## config.mk

```make
export PLATFORM = sky130hd
export DESIGN_NAME = pcd_device_flat
export DESIGN_NICKNAME = d
export VERILOG_FILES = /design/src/common/pcd_pkg.sv /design/src/common/pcd_link_if.sv /design/src/rtl/pcd_device.sv /design/src/flat_wrapper.sv
export SDC_FILE = /design/constraint.sdc
export NUM_CORES = 1
export LEC_CHECK = 0
export BUFFER_PORTS_ARGS = -buffer_cell sky130_fd_sc_hd__buf_2
export CAP_MARGIN = 20
export CORE_MARGIN = 2
export CORE_UTILIZATION = 40
export CTS_BUF_LIST = sky130_fd_sc_hd__clkbuf_16
export DETAILED_ROUTE_END_ITERATION = 12
export GPL_TIMING_DRIVEN = 0
export SYNTH_ARGS = -nofsm -noshare
export SYNTH_HDL_FRONTEND = slang
export SYNTH_SLANG_ARGS = --single-unit
```

## constraint.sdc

```tcl
create_clock -name clk -period 7.6 [get_ports clk]
set_input_delay 0.38 -clock clk [delete_from_list [all_inputs] [get_ports clk]]
set_output_delay 0.38 -clock clk [all_outputs]
set_load 0.005 [all_outputs]
```

## src/common/pcd_pkg.sv

```systemverilog
// Contract
// RL1: Enable from shutdown holds channels at zero
// RL2: First falling edge sets full scale
// RL3: Each further falling edge lowers one step
// RL4: Thirty-second pulse drives setting to zero
// RL5: Edge at zero wraps to full scale
// RL6: Long continuous low enters shutdown
// RL7: Shutdown puts all sinks high impedance
// RL8: Host holds pin high before pulsing
// RL9: Host low pulse stays within window
// RL10: Host keeps minimum high between pulses
// RL11: Pulse rate stays within supported band
// RL12: Undervoltage disables all channels
// RL13: Pump starts in 1x mode
// RL14: Lost regulation switches 1.5x after delay
// RL15: Overtemperature disables outputs until cooled
// RL16: Channel tied to pump output disabled
// RL17: Pin synchronised, edges detected, timer restarts
package pcd_pkg;

  localparam int unsigned PCD_NUM_CH = 4;
  localparam int unsigned PCD_LEVEL_W = 5;
  localparam logic [4:0] PCD_LEVEL_FULL = 5'h1F;
  localparam logic [4:0] PCD_LEVEL_ZERO = 5'h00;
  localparam logic [4:0] PCD_LEVEL_STEP = 5'h01;

  localparam int unsigned PCD_CLK_PERIOD_PS = 4000;

  // Least times, rounded up to whole cycles
  localparam int unsigned PCD_T_OFF_NS = 1500000;
  localparam int unsigned PCD_OFF_CYC = (PCD_T_OFF_NS * 1000 + PCD_CLK_PERIOD_PS - 1) / PCD_CLK_PERIOD_PS;
  localparam int unsigned PCD_T_SETUP_NS = 10000;
  localparam int unsigned PCD_SETUP_CYC = (PCD_T_SETUP_NS * 1000 + PCD_CLK_PERIOD_PS - 1) / PCD_CLK_PERIOD_PS;
  localparam int unsigned PCD_T_LO_MIN_NS = 300;
  localparam int unsigned PCD_LO_MIN_CYC = (PCD_T_LO_MIN_NS * 1000 + PCD_CLK_PERIOD_PS - 1) / PCD_CLK_PERIOD_PS;
  localparam int unsigned PCD_T_HI_MIN_NS = 300;
  localparam int unsigned PCD_HI_MIN_CYC = (PCD_T_HI_MIN_NS * 1000 + PCD_CLK_PERIOD_PS - 1) / PCD_CLK_PERIOD_PS;
  // Longest time, rounded down
  localparam int unsigned PCD_T_LO_MAX_NS = 200000;
  localparam int unsigned PCD_LO_MAX_CYC = (PCD_T_LO_MAX_NS * 1000) / PCD_CLK_PERIOD_PS;
  // Fixed delay before the pump steps up
  localparam int unsigned PCD_T_PUMP_NS = 400000;
  localparam int unsigned PCD_PUMP_CYC = (PCD_T_PUMP_NS * 1000) / PCD_CLK_PERIOD_PS;

  // Host default pulse shape: 1 us low, 1 us high, 500 kHz
  localparam int unsigned PCD_T_HOST_LO_NS = 1000;
  localparam int unsigned PCD_HOST_LO_CYC = (PCD_T_HOST_LO_NS * 1000 + PCD_CLK_PERIOD_PS - 1) / PCD_CLK_PERIOD_PS;
  localparam int unsigned PCD_T_HOST_HI_NS = 1000;
  localparam int unsigned PCD_HOST_HI_CYC = (PCD_T_HOST_HI_NS * 1000 + PCD_CLK_PERIOD_PS - 1) / PCD_CLK_PERIOD_PS;

  typedef enum logic [1:0] {
    PCD_DEV_SHUTDOWN = 2'b00,
    PCD_DEV_WAIT_EDGE = 2'b01,
    PCD_DEV_DIMMING = 2'b10
  } pcd_dev_state_t;

  typedef enum logic [2:0] {
    PCD_HOST_OFF = 3'b000,
    PCD_HOST_SETUP = 3'b001,
    PCD_HOST_IDLE = 3'b010,
    PCD_HOST_LOW = 3'b011,
    PCD_HOST_GAP = 3'b100,
    PCD_HOST_HOLD_OFF = 3'b101
  } pcd_host_state_t;

endpackage : pcd_pkg

```

## src/common/pcd_link_if.sv

```systemverilog
`timescale 1ns/1ps
`default_nettype none
interface pcd_link_if;
  logic enable_dim_pin;
  modport host_end (output enable_dim_pin);
  modport device_end (input enable_dim_pin);
endinterface : pcd_link_if
`default_nettype wire

```

## src/rtl/pcd_device.sv

```systemverilog
`timescale 1ns/1ps
`default_nettype none
module pcd_device
  import pcd_pkg::*;
#(
  parameter int unsigned NUM_CH = PCD_NUM_CH,
  parameter int unsigned OFF_CYC = PCD_OFF_CYC,
  parameter int unsigned PUMP_CYC = PCD_PUMP_CYC
)(
  input wire logic clk,
  input wire logic sys_rst,
  pcd_link_if.device_end link,
  input wire logic supply_input_low,
  input wire logic over_temp,
  input wire logic regulation_ok,
  input wire logic [NUM_CH-1:0] sink_tied_to_pump_output,
  output logic [NUM_CH-1:0][4:0] sink_level_ma,
  output logic [NUM_CH-1:0] sink_hiz,
  output logic pump_mode_1p5x,
  output logic device_enabled,
  output logic [4:0] level_setting
);

  localparam int OFF_W = $clog2(OFF_CYC + 1);
  localparam int PUMP_W = $clog2(PUMP_CYC + 1);

  ////////////////////////////////////////////////////////////////////////////
  // Input synchronisers

  logic pin_s1_reg;
  logic pin_s2_reg;
  logic pin_d_reg;
  logic [2:0] misc_s1_reg;
  logic [2:0] misc_s2_reg;
  logic [NUM_CH-1:0] tied_s1_reg;
  logic [NUM_CH-1:0] tied_s2_reg;

  // RL17: synchronise pin
  always_ff @(posedge clk or posedge sys_rst)
  begin
    if (sys_rst)
    begin
      pin_s1_reg <= 1'b0;
      pin_s2_reg <= 1'b0;
      pin_d_reg <= 1'b0;
    end
    else
    begin
      pin_s1_reg <= link.enable_dim_pin;
      pin_s2_reg <= pin_s1_reg;
      pin_d_reg <= pin_s2_reg;
    end
  end

  always_ff @(posedge clk or posedge sys_rst)
  begin
    if (sys_rst)
    begin
      misc_s1_reg <= 3'h0;
      misc_s2_reg <= 3'h0;
      tied_s1_reg <= '0;
      tied_s2_reg <= '0;
    end
    else
    begin
      misc_s1_reg <= {regulation_ok, over_temp, supply_input_low};
      misc_s2_reg <= misc_s1_reg;
      tied_s1_reg <= sink_tied_to_pump_output;
      tied_s2_reg <= tied_s1_reg;
    end
  end

  logic uvlo_s;
  logic otemp_s;
  logic reg_ok_s;
  logic pin_fall;
  assign uvlo_s = misc_s2_reg[0];
  assign otemp_s = misc_s2_reg[1];
  assign reg_ok_s = misc_s2_reg[2];
  // RL11: edges at any rate
  // RL17: falling edge from synchronised pin
  assign pin_fall = pin_d_reg & ~pin_s2_reg;

  ////////////////////////////////////////////////////////////////////////////
  // Low-time shutdown timer

  logic [OFF_W-1:0] low_cnt_reg;
  logic off_hit;
  assign off_hit = (low_cnt_reg == OFF_W'(OFF_CYC));

  // RL17: timer restarts while pin high
  always_ff @(posedge clk or posedge sys_rst)
  begin
    if (sys_rst)
      low_cnt_reg <= '0;
    else if (pin_s2_reg)
      low_cnt_reg <= '0;
    else if (!off_hit)
      low_cnt_reg <= low_cnt_reg + OFF_W'(1);
  end

  ////////////////////////////////////////////////////////////////////////////
  // Enable state and dimming level

  pcd_dev_state_t state_reg;
  logic [4:0] level_reg;

  always_ff @(posedge clk or posedge sys_rst)
  begin
    if (sys_rst)
      state_reg <= PCD_DEV_SHUTDOWN;
    else
    begin
      case (state_reg)
        PCD_DEV_SHUTDOWN:
          // RL1: pin high enables
          if (pin_s2_reg)
            state_reg <= PCD_DEV_WAIT_EDGE;
        PCD_DEV_WAIT_EDGE:
          // RL6: long low shuts down
          if (off_hit)
            state_reg <= PCD_DEV_SHUTDOWN;
          else if (pin_fall)
            state_reg <= PCD_DEV_DIMMING;
        PCD_DEV_DIMMING:
          // RL6: long low shuts down
          if (off_hit)
            state_reg <= PCD_DEV_SHUTDOWN;
        default:
          state_reg <= PCD_DEV_SHUTDOWN;
      endcase
    end
  end

  always_ff @(posedge clk or posedge sys_rst)
  begin
    if (sys_rst)
      level_reg <= PCD_LEVEL_ZERO;
    else if (state_reg == PCD_DEV_SHUTDOWN)
      // RL1: zero until first edge
      level_reg <= PCD_LEVEL_ZERO;
    else if (pin_fall && !off_hit)
    begin
      // RL2: first edge full scale
      if (state_reg == PCD_DEV_WAIT_EDGE)
        level_reg <= PCD_LEVEL_FULL;
      // RL5: wrap at zero
      else if (level_reg == PCD_LEVEL_ZERO)
        level_reg <= PCD_LEVEL_FULL;
      // RL3: one step down, reaching zero on pulse 32 (RL4)
      else
        level_reg <= level_reg - PCD_LEVEL_STEP;
    end
  end

  ////////////////////////////////////////////////////////////////////////////
  // Charge pump mode

  logic [PUMP_W-1:0] pump_cnt_reg;
  logic pump_1p5_reg;

  always_ff @(posedge clk or posedge sys_rst)
  begin
    if (sys_rst)
    begin
      pump_cnt_reg <= '0;
      pump_1p5_reg <= 1'b0;
    end
    // RL13: restart in 1x
    else if (state_reg == PCD_DEV_SHUTDOWN)
    begin
      pump_cnt_reg <= '0;
      pump_1p5_reg <= 1'b0;
    end
    else if (!pump_1p5_reg)
    begin
      if (reg_ok_s)
        pump_cnt_reg <= '0;
      // RL14: step up after delay
      else if (pump_cnt_reg == PUMP_W'(PUMP_CYC - 1))
        pump_1p5_reg <= 1'b1;
      else
        pump_cnt_reg <= pump_cnt_reg + PUMP_W'(1);
    end
  end

  ////////////////////////////////////////////////////////////////////////////
  // Outputs

  logic active;
  assign active = (state_reg != PCD_DEV_SHUTDOWN);

  genvar gi;
  generate
    for (gi = 0; gi < NUM_CH; gi++)
    begin : g_ch
      always_ff @(posedge clk or posedge sys_rst)
      begin
        if (sys_rst)
        begin
          sink_level_ma[gi] <= PCD_LEVEL_ZERO;
          sink_hiz[gi] <= 1'b1;
        end
        else
        begin
          // RL7: shutdown high impedance
          sink_hiz[gi] <= !active;
          // RL12: undervoltage off; RL15: hot off; RL16: tied channel off
          if (!active || uvlo_s || otemp_s || tied_s2_reg[gi])
            sink_level_ma[gi] <= PCD_LEVEL_ZERO;
          else
            sink_level_ma[gi] <= level_reg;
        end
      end
    end
  endgenerate

  always_ff @(posedge clk or posedge sys_rst)
  begin
    if (sys_rst)
    begin
      pump_mode_1p5x <= 1'b0;
      device_enabled <= 1'b0;
      level_setting <= PCD_LEVEL_ZERO;
    end
    else
    begin
      pump_mode_1p5x <= pump_1p5_reg;
      device_enabled <= active;
      level_setting <= level_reg;
    end
  end

endmodule : pcd_device
`default_nettype wire

```

## src/flat_wrapper.sv

```systemverilog
// flat-port wrapper written by rule: the top's interface ports become plain ports
module pcd_device_flat import pcd_pkg::*;
#(
  parameter int unsigned NUM_CH = PCD_NUM_CH,
  parameter int unsigned OFF_CYC = PCD_OFF_CYC,
  parameter int unsigned PUMP_CYC = PCD_PUMP_CYC
)
  (clk, sys_rst, supply_input_low, over_temp, regulation_ok, sink_tied_to_pump_output, sink_level_ma, sink_hiz, pump_mode_1p5x, device_enabled, level_setting, link_enable_dim_pin);
  pcd_link_if link_i ();
  input wire logic clk;
  input wire logic sys_rst;
  input wire logic supply_input_low;
  input wire logic over_temp;
  input wire logic regulation_ok;
  input wire logic [NUM_CH-1:0] sink_tied_to_pump_output;
  output logic [NUM_CH-1:0][4:0] sink_level_ma;
  output logic [NUM_CH-1:0] sink_hiz;
  output logic pump_mode_1p5x;
  output logic device_enabled;
  output logic [4:0] level_setting;
  input wire logic [$bits(link_i.enable_dim_pin)-1:0] link_enable_dim_pin;
  assign link_i.enable_dim_pin = link_enable_dim_pin;
  pcd_device #(.NUM_CH(NUM_CH), .OFF_CYC(OFF_CYC), .PUMP_CYC(PUMP_CYC)) u_core (.clk(clk), .sys_rst(sys_rst), .link(link_i), .supply_input_low(supply_input_low), .over_temp(over_temp), .regulation_ok(regulation_ok), .sink_tied_to_pump_output(sink_tied_to_pump_output), .sink_level_ma(sink_level_ma), .sink_hiz(sink_hiz), .pump_mode_1p5x(pump_mode_1p5x), .device_enabled(device_enabled), .level_setting(level_setting));
endmodule
```

==> results of run 1 <==
==> worst max-delay path, stage by stage, from the launching register on <==
cell      delay, ns
dfrtp_1        0.41
ha_1           0.24
and4_1         0.16
buf_6          0.13
and2_4         0.13
buf_6          0.12
a41o_4         0.28
buf_2          0.19
buf_2          0.21
o211ai_1       0.18
o31ai_1        0.10
==> routing by layer <==
layer | up-vias | GRT usage [%] | part of all wire [%]
met1 | 1311 | 21.4 | 49
met3 | 12 | 3.81 | 3.0
li1 | 1295 | - | -
met5 | - | 0 | 0
met2 | 36 | 24.1 | 46
met4 | 0 | 7.17 | 2.1
==> kinds of logic (layout without fill, tap and decap cells) <==
logic type / after synthesis / count (layout) / synth area share [%]
AO/OA/AOI/OAI: 51 / 51 / 8.48
XOR/XNOR: 17 / 17 / 3.99
adder cells (fa/ha/maj): 4 / 4 / 1.34
buffers and inverters: 28 / 85 / 3.62
flip-flops: 89 / 89 / 59.7
multiplexers: 3 / 3 / 0.805
AND/OR/NAND/NOR: 150 / 150 / 22.1
==> layout by cell type (no fill, tap or decap), types with 3 or more instances in the layout <==
cell       netlist  layout
a31oi_1          7       7
nor2_1          35      35
buf_4            3       3
and2_1          17      17
and4_1           4       4
o31ai_1          3       3
buf_2            3      43
and3_1          12      12
xnor2_1          4       4
nand2_1         12      12
clkbuf_16        0       9
clkbuf_1        11      11
o211ai_1         3       3
or4_1            7       7
ha_1             4       4
dfrtp_1         88      88
nor2b_1          4       4
nand3_1         20      20
nand2b_1         6       6
nor3_1          12      12
xor2_1          13      13
mux2i_1          3       3
a21oi_1         19      19
inv_1            7       6
a311oi_1         3       3
nand4_1          7       7
o21ai_0         13      13
==> worst max path at each step <==
| stage | from | endpoint | slack [ns] |
|---|---|---|---|
| after floorplan | sys_rst | u_core.device_enabled | 4.91 |
| after global placement | sys_rst | u_core.tied_s1_reg[3] | 3.87 |
| after detailed placement | u_core.pump_cnt_reg[0] | u_core.pump_cnt_reg[10] | 5.34 |
| after CTS | u_core.pump_cnt_reg[0] | u_core.pump_cnt_reg[10] | 5.33 |
| after global routing | u_core.pump_cnt_reg[0] | u_core.pump_cnt_reg[10] | 5.21 |
| final | u_core.pump_cnt_reg[0] | u_core.pump_cnt_reg[5] | 5.32 |
==> metrics by stage <==
step	instance area (um^2)	util (%)
after floorplan	3730	-
after global placement	4070	44.5
after detailed placement	4100	44.8
after CTS	4430	48.4
after global routing	4430	48.4
final	4430	48.4
==> power by group through the flow <==
| stage | registers, uW | clock network [uW] | logic [uW] |
|---|---|---|---|
| finish | 533 | 471 | 117 |
| CTS | 534 | 482 | 119 |
| detailed placement | 542 | 0 | 118 |
| global placement | 542 | 0 | 114 |
| global route | 539 | 497 | 132 |
| floorplan | 536 | 0 | 72.5 |
==> repair_timing <==
action	in CTS	in global routing
endpoints found under the setup margin	0	0
endpoints found under the hold margin	18	0
hold buffers	1	0
==> layout make-up <==
class	count	area (um^2)	share of cell area (%)
Clock inverter	6	92.6	2.09
Multi-Input combinational cell	225	1370	30.9
Tap cell	111	139	3.14
Buffer	20	105	2.37
Timing Repair Buffer	42	238	5.37
Clock buffer	9	225	5.08
Sequential cell	89	2230	50.3
Inverter	8	32.5	0.734
==> out/metrics.cfg, run 1 <==
[timing]
fin_setup_tns_ns=0
fin_skew_ns=0.00353
slew_headroom_pct=51.9
finalWorstSetupSlack_ns=5.32
setup-violations-final=0
drv_slew=0
tightest_slew_ns=0.715
rsz0062_at_grt=false
hold_slack_ns=0.145
timing.fmax_ghz=0.439
hold_viol=0
period_share_pct=29.9
fin_crit_ns=2.28

[worst_hold_path]
hold_end=u_core.pin_s1_reg
min_path_cells=1
holdCritPathClass=primary input to flop
min_from=link_enable_dim_pin

[finish]
drive_gt1_share_pct=18.0
fillCellCount=856
nNetsFinal=409
stdcell_count=510
diodes=0
largest_reg_flops=20
syn2layout_area_growth_pct=18.7

[yosys]
ys_types=43
yosysMostFrequentCell=dfrtp_1
syn_nets=356
ys_async_sr_fraction_pct=100
synth.area.top_cells=dfrtp_1 (59%), nor2_1 (3.5%), xor2_1 (3.1%), and2_1 (2.8%), nand3_1 (2.7%)
synth-edff-count=0
syn_inst=342
ys_seq_area_share_pct=59.7
yosys_warnings=0
ys_seq_elements=89
yosys-top-cells-count=dfrtp_1 (88), nor2_1 (35), nand3_1 (20), a21oi_1 (19), and2_1 (17)
synth_top_area_share_pct=59.0
synth_area_mm2=0.00373
synthFlopType=dfrtp_1
yosysTopAreaCell=dfrtp_1
avgSynthCellArea_um2=10.9

[die]
rows=35
die_x_um=101
ios=41
die-height_um=101
core_area_mm2=0.00915
start_util_pct=40.8
die-area_mm2=0.0101

[power]
p_clk_share_pct=42.0
internal_power_uw=843
power_frac_comb_pct=10.4
switchingPower_uw=277
vdd_drop_max_mv=0.147
total_power_uw=1120
leakage_uw=0.00206
swShare_pct=24.8
seq_power_share_pct=47.6
power.density_mw_per_mm2=253

[placed_design]
portBuffers=40
dp.cells=494
globalplace.congestion=0.788
hpwl_mm=4.94
pre_cts_slack_ns=5.34

[global_route]
grt_overflow_total=0
grt_pass1_vias=2568
grt_pass1_wl_mm=12.4
antenna_found_initial=0
grt_start_max_net_pins=71
grtUsageTotal_pct=15.8

[cts]
clk_latency_ns=0.34
cts_setup_buffers=0
cts_resized=0
clk_pin_slew_ns=0.06
cts-root-buf=clkbuf_16
cts_tree=done
cts_buffer_depth=2
h-tree-depth=3
cts_sinks=89
cts_buffers=9

[route]
drtAntennaViolNets=0
num_vias=2654
routed_wl_mm=7.38
drt_first_pass_iters=4
routedWlPerCell_um=14.5
drt-vias-per-instance=5.20
drc=0
drt_iter0_markers=109

[worst_setup_path]
r2r_end=u_core.pump_cnt_reg[5]
end_kind=flop
r2r-start=u_core.pump_cnt_reg[0]
cp.arrival_ns=2.49
cp-start-kind=flop
rrSetupSlack_ns=5.32
cp.required_ns=7.82
reg2reg_depth=10
worstSetupPathType=flop to flop
critPathMaxFanout=10

[run_status]
status=finished, final reports clean

[flow_run]
cap_viol_max_count=0

Power figures use the tool's default switching activity.
==> inputs of run 2 (changes only) <==
==> constraint.sdc (replaced) <==
create_clock -name clk -period 2.2 [get_ports clk]
set_input_delay 0.11 -clock clk [delete_from_list [all_inputs] [get_ports clk]]
set_output_delay 0.11 -clock clk [all_outputs]
set_load 0.005 [all_outputs]
==> run 2 against run 1 <==
Compared with the run above: setup slack worse by 5.2 ns; largest cell class unchanged; via count up 1.4%; critical path type unchanged; sequential power rose to 3.5 times the previous value; combinational power rose to 3.7 times the previous value; clock power rose to 3.2 times the previous value; non-clock buffer count up 10; highest routed layer unchanged; core utilization up 1.4 points; critical endpoint is now u_core.pump_cnt_reg[3]; design area up 2.9%; fmax up 7.1%; sequential share of layout area down 1.4 points; hold slack better by 0.20 ns; critical path depth down 3.
==> out/metrics.cfg, run 2 (synthesis results as in run 1) <==
[finish]
nNetsFinal=420  ; was 409
largest_reg_flops=20  ; unchanged
diodes=0  ; unchanged
drive_gt1_share_pct=19.5  ; was 18.0%
syn2layout_area_growth_pct=22.2  ; was 18.7%
final_util_pct=49.8  ; was 48.4%
stdcell_count=521  ; was 510
final_cell_mix=dfrtp_1 (88), buf_2 (41), nor2_1 (35)  ; was dfrtp_1 (88), buf_2 (43), nor2_1 (35)
final_common_cell=dfrtp_1  ; unchanged

[route]
routedWlPerCell_um=14.4  ; was 14.5 um
num_vias=2692  ; was 2654
drtAntennaViolNets=0  ; unchanged
drc=0  ; unchanged
drt-vias-per-instance=5.17  ; was 5.20
drt_iter0_markers=156  ; was 109
drt_first_pass_iters=4  ; unchanged
routed_wl_mm=7.49  ; was 7.38 mm

[cts]
cts-root-buf=clkbuf_16  ; unchanged
cts_sinks=89  ; unchanged
h-tree-depth=3  ; unchanged
cts_buffers=9  ; unchanged
cts_buffer_depth=2  ; unchanged
clk_pin_slew_ns=0.07  ; was 0.06 ns
clk_latency_ns=0.33  ; was 0.34 ns
cts_tree=done  ; unchanged

[power]
leakage_uw=0.00210  ; was 0.00206 uW
power_frac_comb_pct=11.4  ; was 10.4%
seq_power_share_pct=49.0  ; was 47.6%
total_power_uw=3770  ; was 1120 uW
switchingPower_uw=955  ; was 277 uW
vdd_drop_max_mv=0.519  ; was 0.147 mV
internal_power_uw=2810  ; was 843 uW
power.density_mw_per_mm2=827  ; was 253 mW/mm^2
swShare_pct=25.3  ; was 24.8%
p_clk_share_pct=39.6  ; was 42.0%

[timing]
slew_headroom_pct=53.2  ; was 51.9%
timing.fmax_ghz=0.471  ; was 0.439 GHz
hold_viol=0  ; unchanged
fin_crit_ns=2.12  ; was 2.28 ns
period_share_pct=96.6  ; was 29.9%
setup-violations-final=0  ; unchanged
tightest_slew_ns=0.697  ; was 0.715 ns
drv_slew=0  ; unchanged
rsz0062_at_grt=false  ; unchanged
fin_skew_ns=0.00693  ; was 0.00353 ns
fin_setup_tns_ns=0  ; unchanged

[run_status]
status=finished, final reports clean  ; unchanged

[placed_design]
dp.cells=495  ; was 494
globalplace.congestion=0.781  ; was 0.788
portBuffers=40  ; unchanged
hpwl_mm=4.99  ; was 4.94 mm

[global_route]
grt_pass1_vias=2563  ; was 2568
grt_start_max_net_pins=40  ; was 71
grt_overflow_total=0  ; unchanged
grtUsageTotal_pct=15.6  ; was 15.8%
antenna_found_initial=0  ; unchanged
grt_pass1_wl_mm=12.5  ; was 12.4 mm

[die]
die_x_um=101  ; unchanged
die-height_um=101  ; unchanged
core_area_mm2=0.00915  ; unchanged
rows=35  ; unchanged
start_util_pct=40.8  ; unchanged
ios=41  ; unchanged
die-area_mm2=0.0101  ; unchanged

[worst_setup_path]
cp-start-kind=flop  ; unchanged
cpPeakStageDelay_ns=0.54  ; was 0.41 ns
critPathMaxFanout=7  ; was 10
cp.required_ns=2.45  ; was 7.82 ns
path_cells=ha_4 > and4_2 > and2_4 > buf_6 > a41o_4 > or4b_4 > a21oi_2  ; was ha_1 > and4_1 > buf_6 > and2_4 > buf_6 > a41o_4 > buf_2 > buf_2 > o211ai_1 > o31ai_1
end_kind=flop  ; unchanged
worstSetupPathType=flop to flop  ; unchanged
cp.arrival_ns=2.37  ; was 2.49 ns
slowest_stage=or4b_4  ; was dfrtp_1

[flow_run]
cap_viol_max_count=0  ; unchanged

[worst_hold_path]
holdCritPathClass=flop to flop  ; was primary input to flop

-- run 2: critical path, delay by kind of cell, from the launching register on --
family | cells | cell delay (ns)
adders and majority gates | 1 | 0.18
DFF | 1 | 0.42
and+or+nand+nor | 3 | 0.91
buffers and inverters | 1 | 0.12
AOI/OAI and AO/OA | 2 | 0.42
-- run 2: power groups by stage --
stage               combinational, uW  sequential (uW)  clock [uW]
floorplan                         251             1850           0
global placement                  394             1870           0
finish                            430             1850        1490
CTS                               428             1850        1540
detailed placement                413             1880           0
global route                      485             1870        1600
-- run 2: repair_timing --
action,CTS,global route
pin swaps,1,4
hold buffers,9,0
endpoints found under the hold margin,38,0
buffers inserted,0,2
gates resized for setup,3,7
setup endpoints to repair,9,16
gates cloned,0,1
-- run 2: per-stage QoR --
stage | area [um^2] | setup slack (ns) | hold WS, ns
6_report | 4560 | 0.0756 | 0.347
5_1_grt | 4560 | 0.00282 | 0.355
4_1_cts | 4510 | 0.000411 | 0.350
3_5_place_dp | 4120 | -0.0678 | 0.220
3_3_place_gp | 4080 | -0.0391 | 0.219
2_1_floorplan | 3740 | 0.127 | 0.141
-- run 2: area by class of cell --
| cell class | count | area [um^2] |
|---|---|---|
| well taps | 111 | 139 |
| repair buffers | 53 | 353 |
| inverters | 8 | 33.8 |
| clock buffers | 9 | 225 |
| flip-flops and latches | 89 | 2230 |
| fillers | 808 | 4590 |
| plain buffers | 19 | 106 |
| clock inverters | 6 | 67.6 |
| multi-input cells | 226 | 1410 |
-- run 2: final timing paths --
check / start / end / slack, ns / cells after the start
worst max-delay path: u_core.pump_cnt_reg[0] / u_core.pump_cnt_reg[3] / 0.08 / 7
min in group asynchronous: sys_rst / u_core.tied_s1_reg[2] / 0.42 / 3
worst min register to register: u_core.tied_s1_reg[0] / u_core.tied_s2_reg[0] / 0.35 / 0
worst min-delay path: u_core.tied_s1_reg[0] / u_core.tied_s2_reg[0] / 0.35 / 0
worst max register to register: u_core.pump_cnt_reg[0] / u_core.pump_cnt_reg[3] / 0.08 / 7
max in group asynchronous: sys_rst / u_core.sink_hiz[0] / 0.93 / 5
-- run 2: metal layers --
metal  GRT usage, %  routed length (um)  share of wire [%]
met1           22.6                3760                 50
met2           23.3                3390                 45
met3           3.33                 238                3.2
met4           5.48                  95                1.3
met5              0                   0                  0
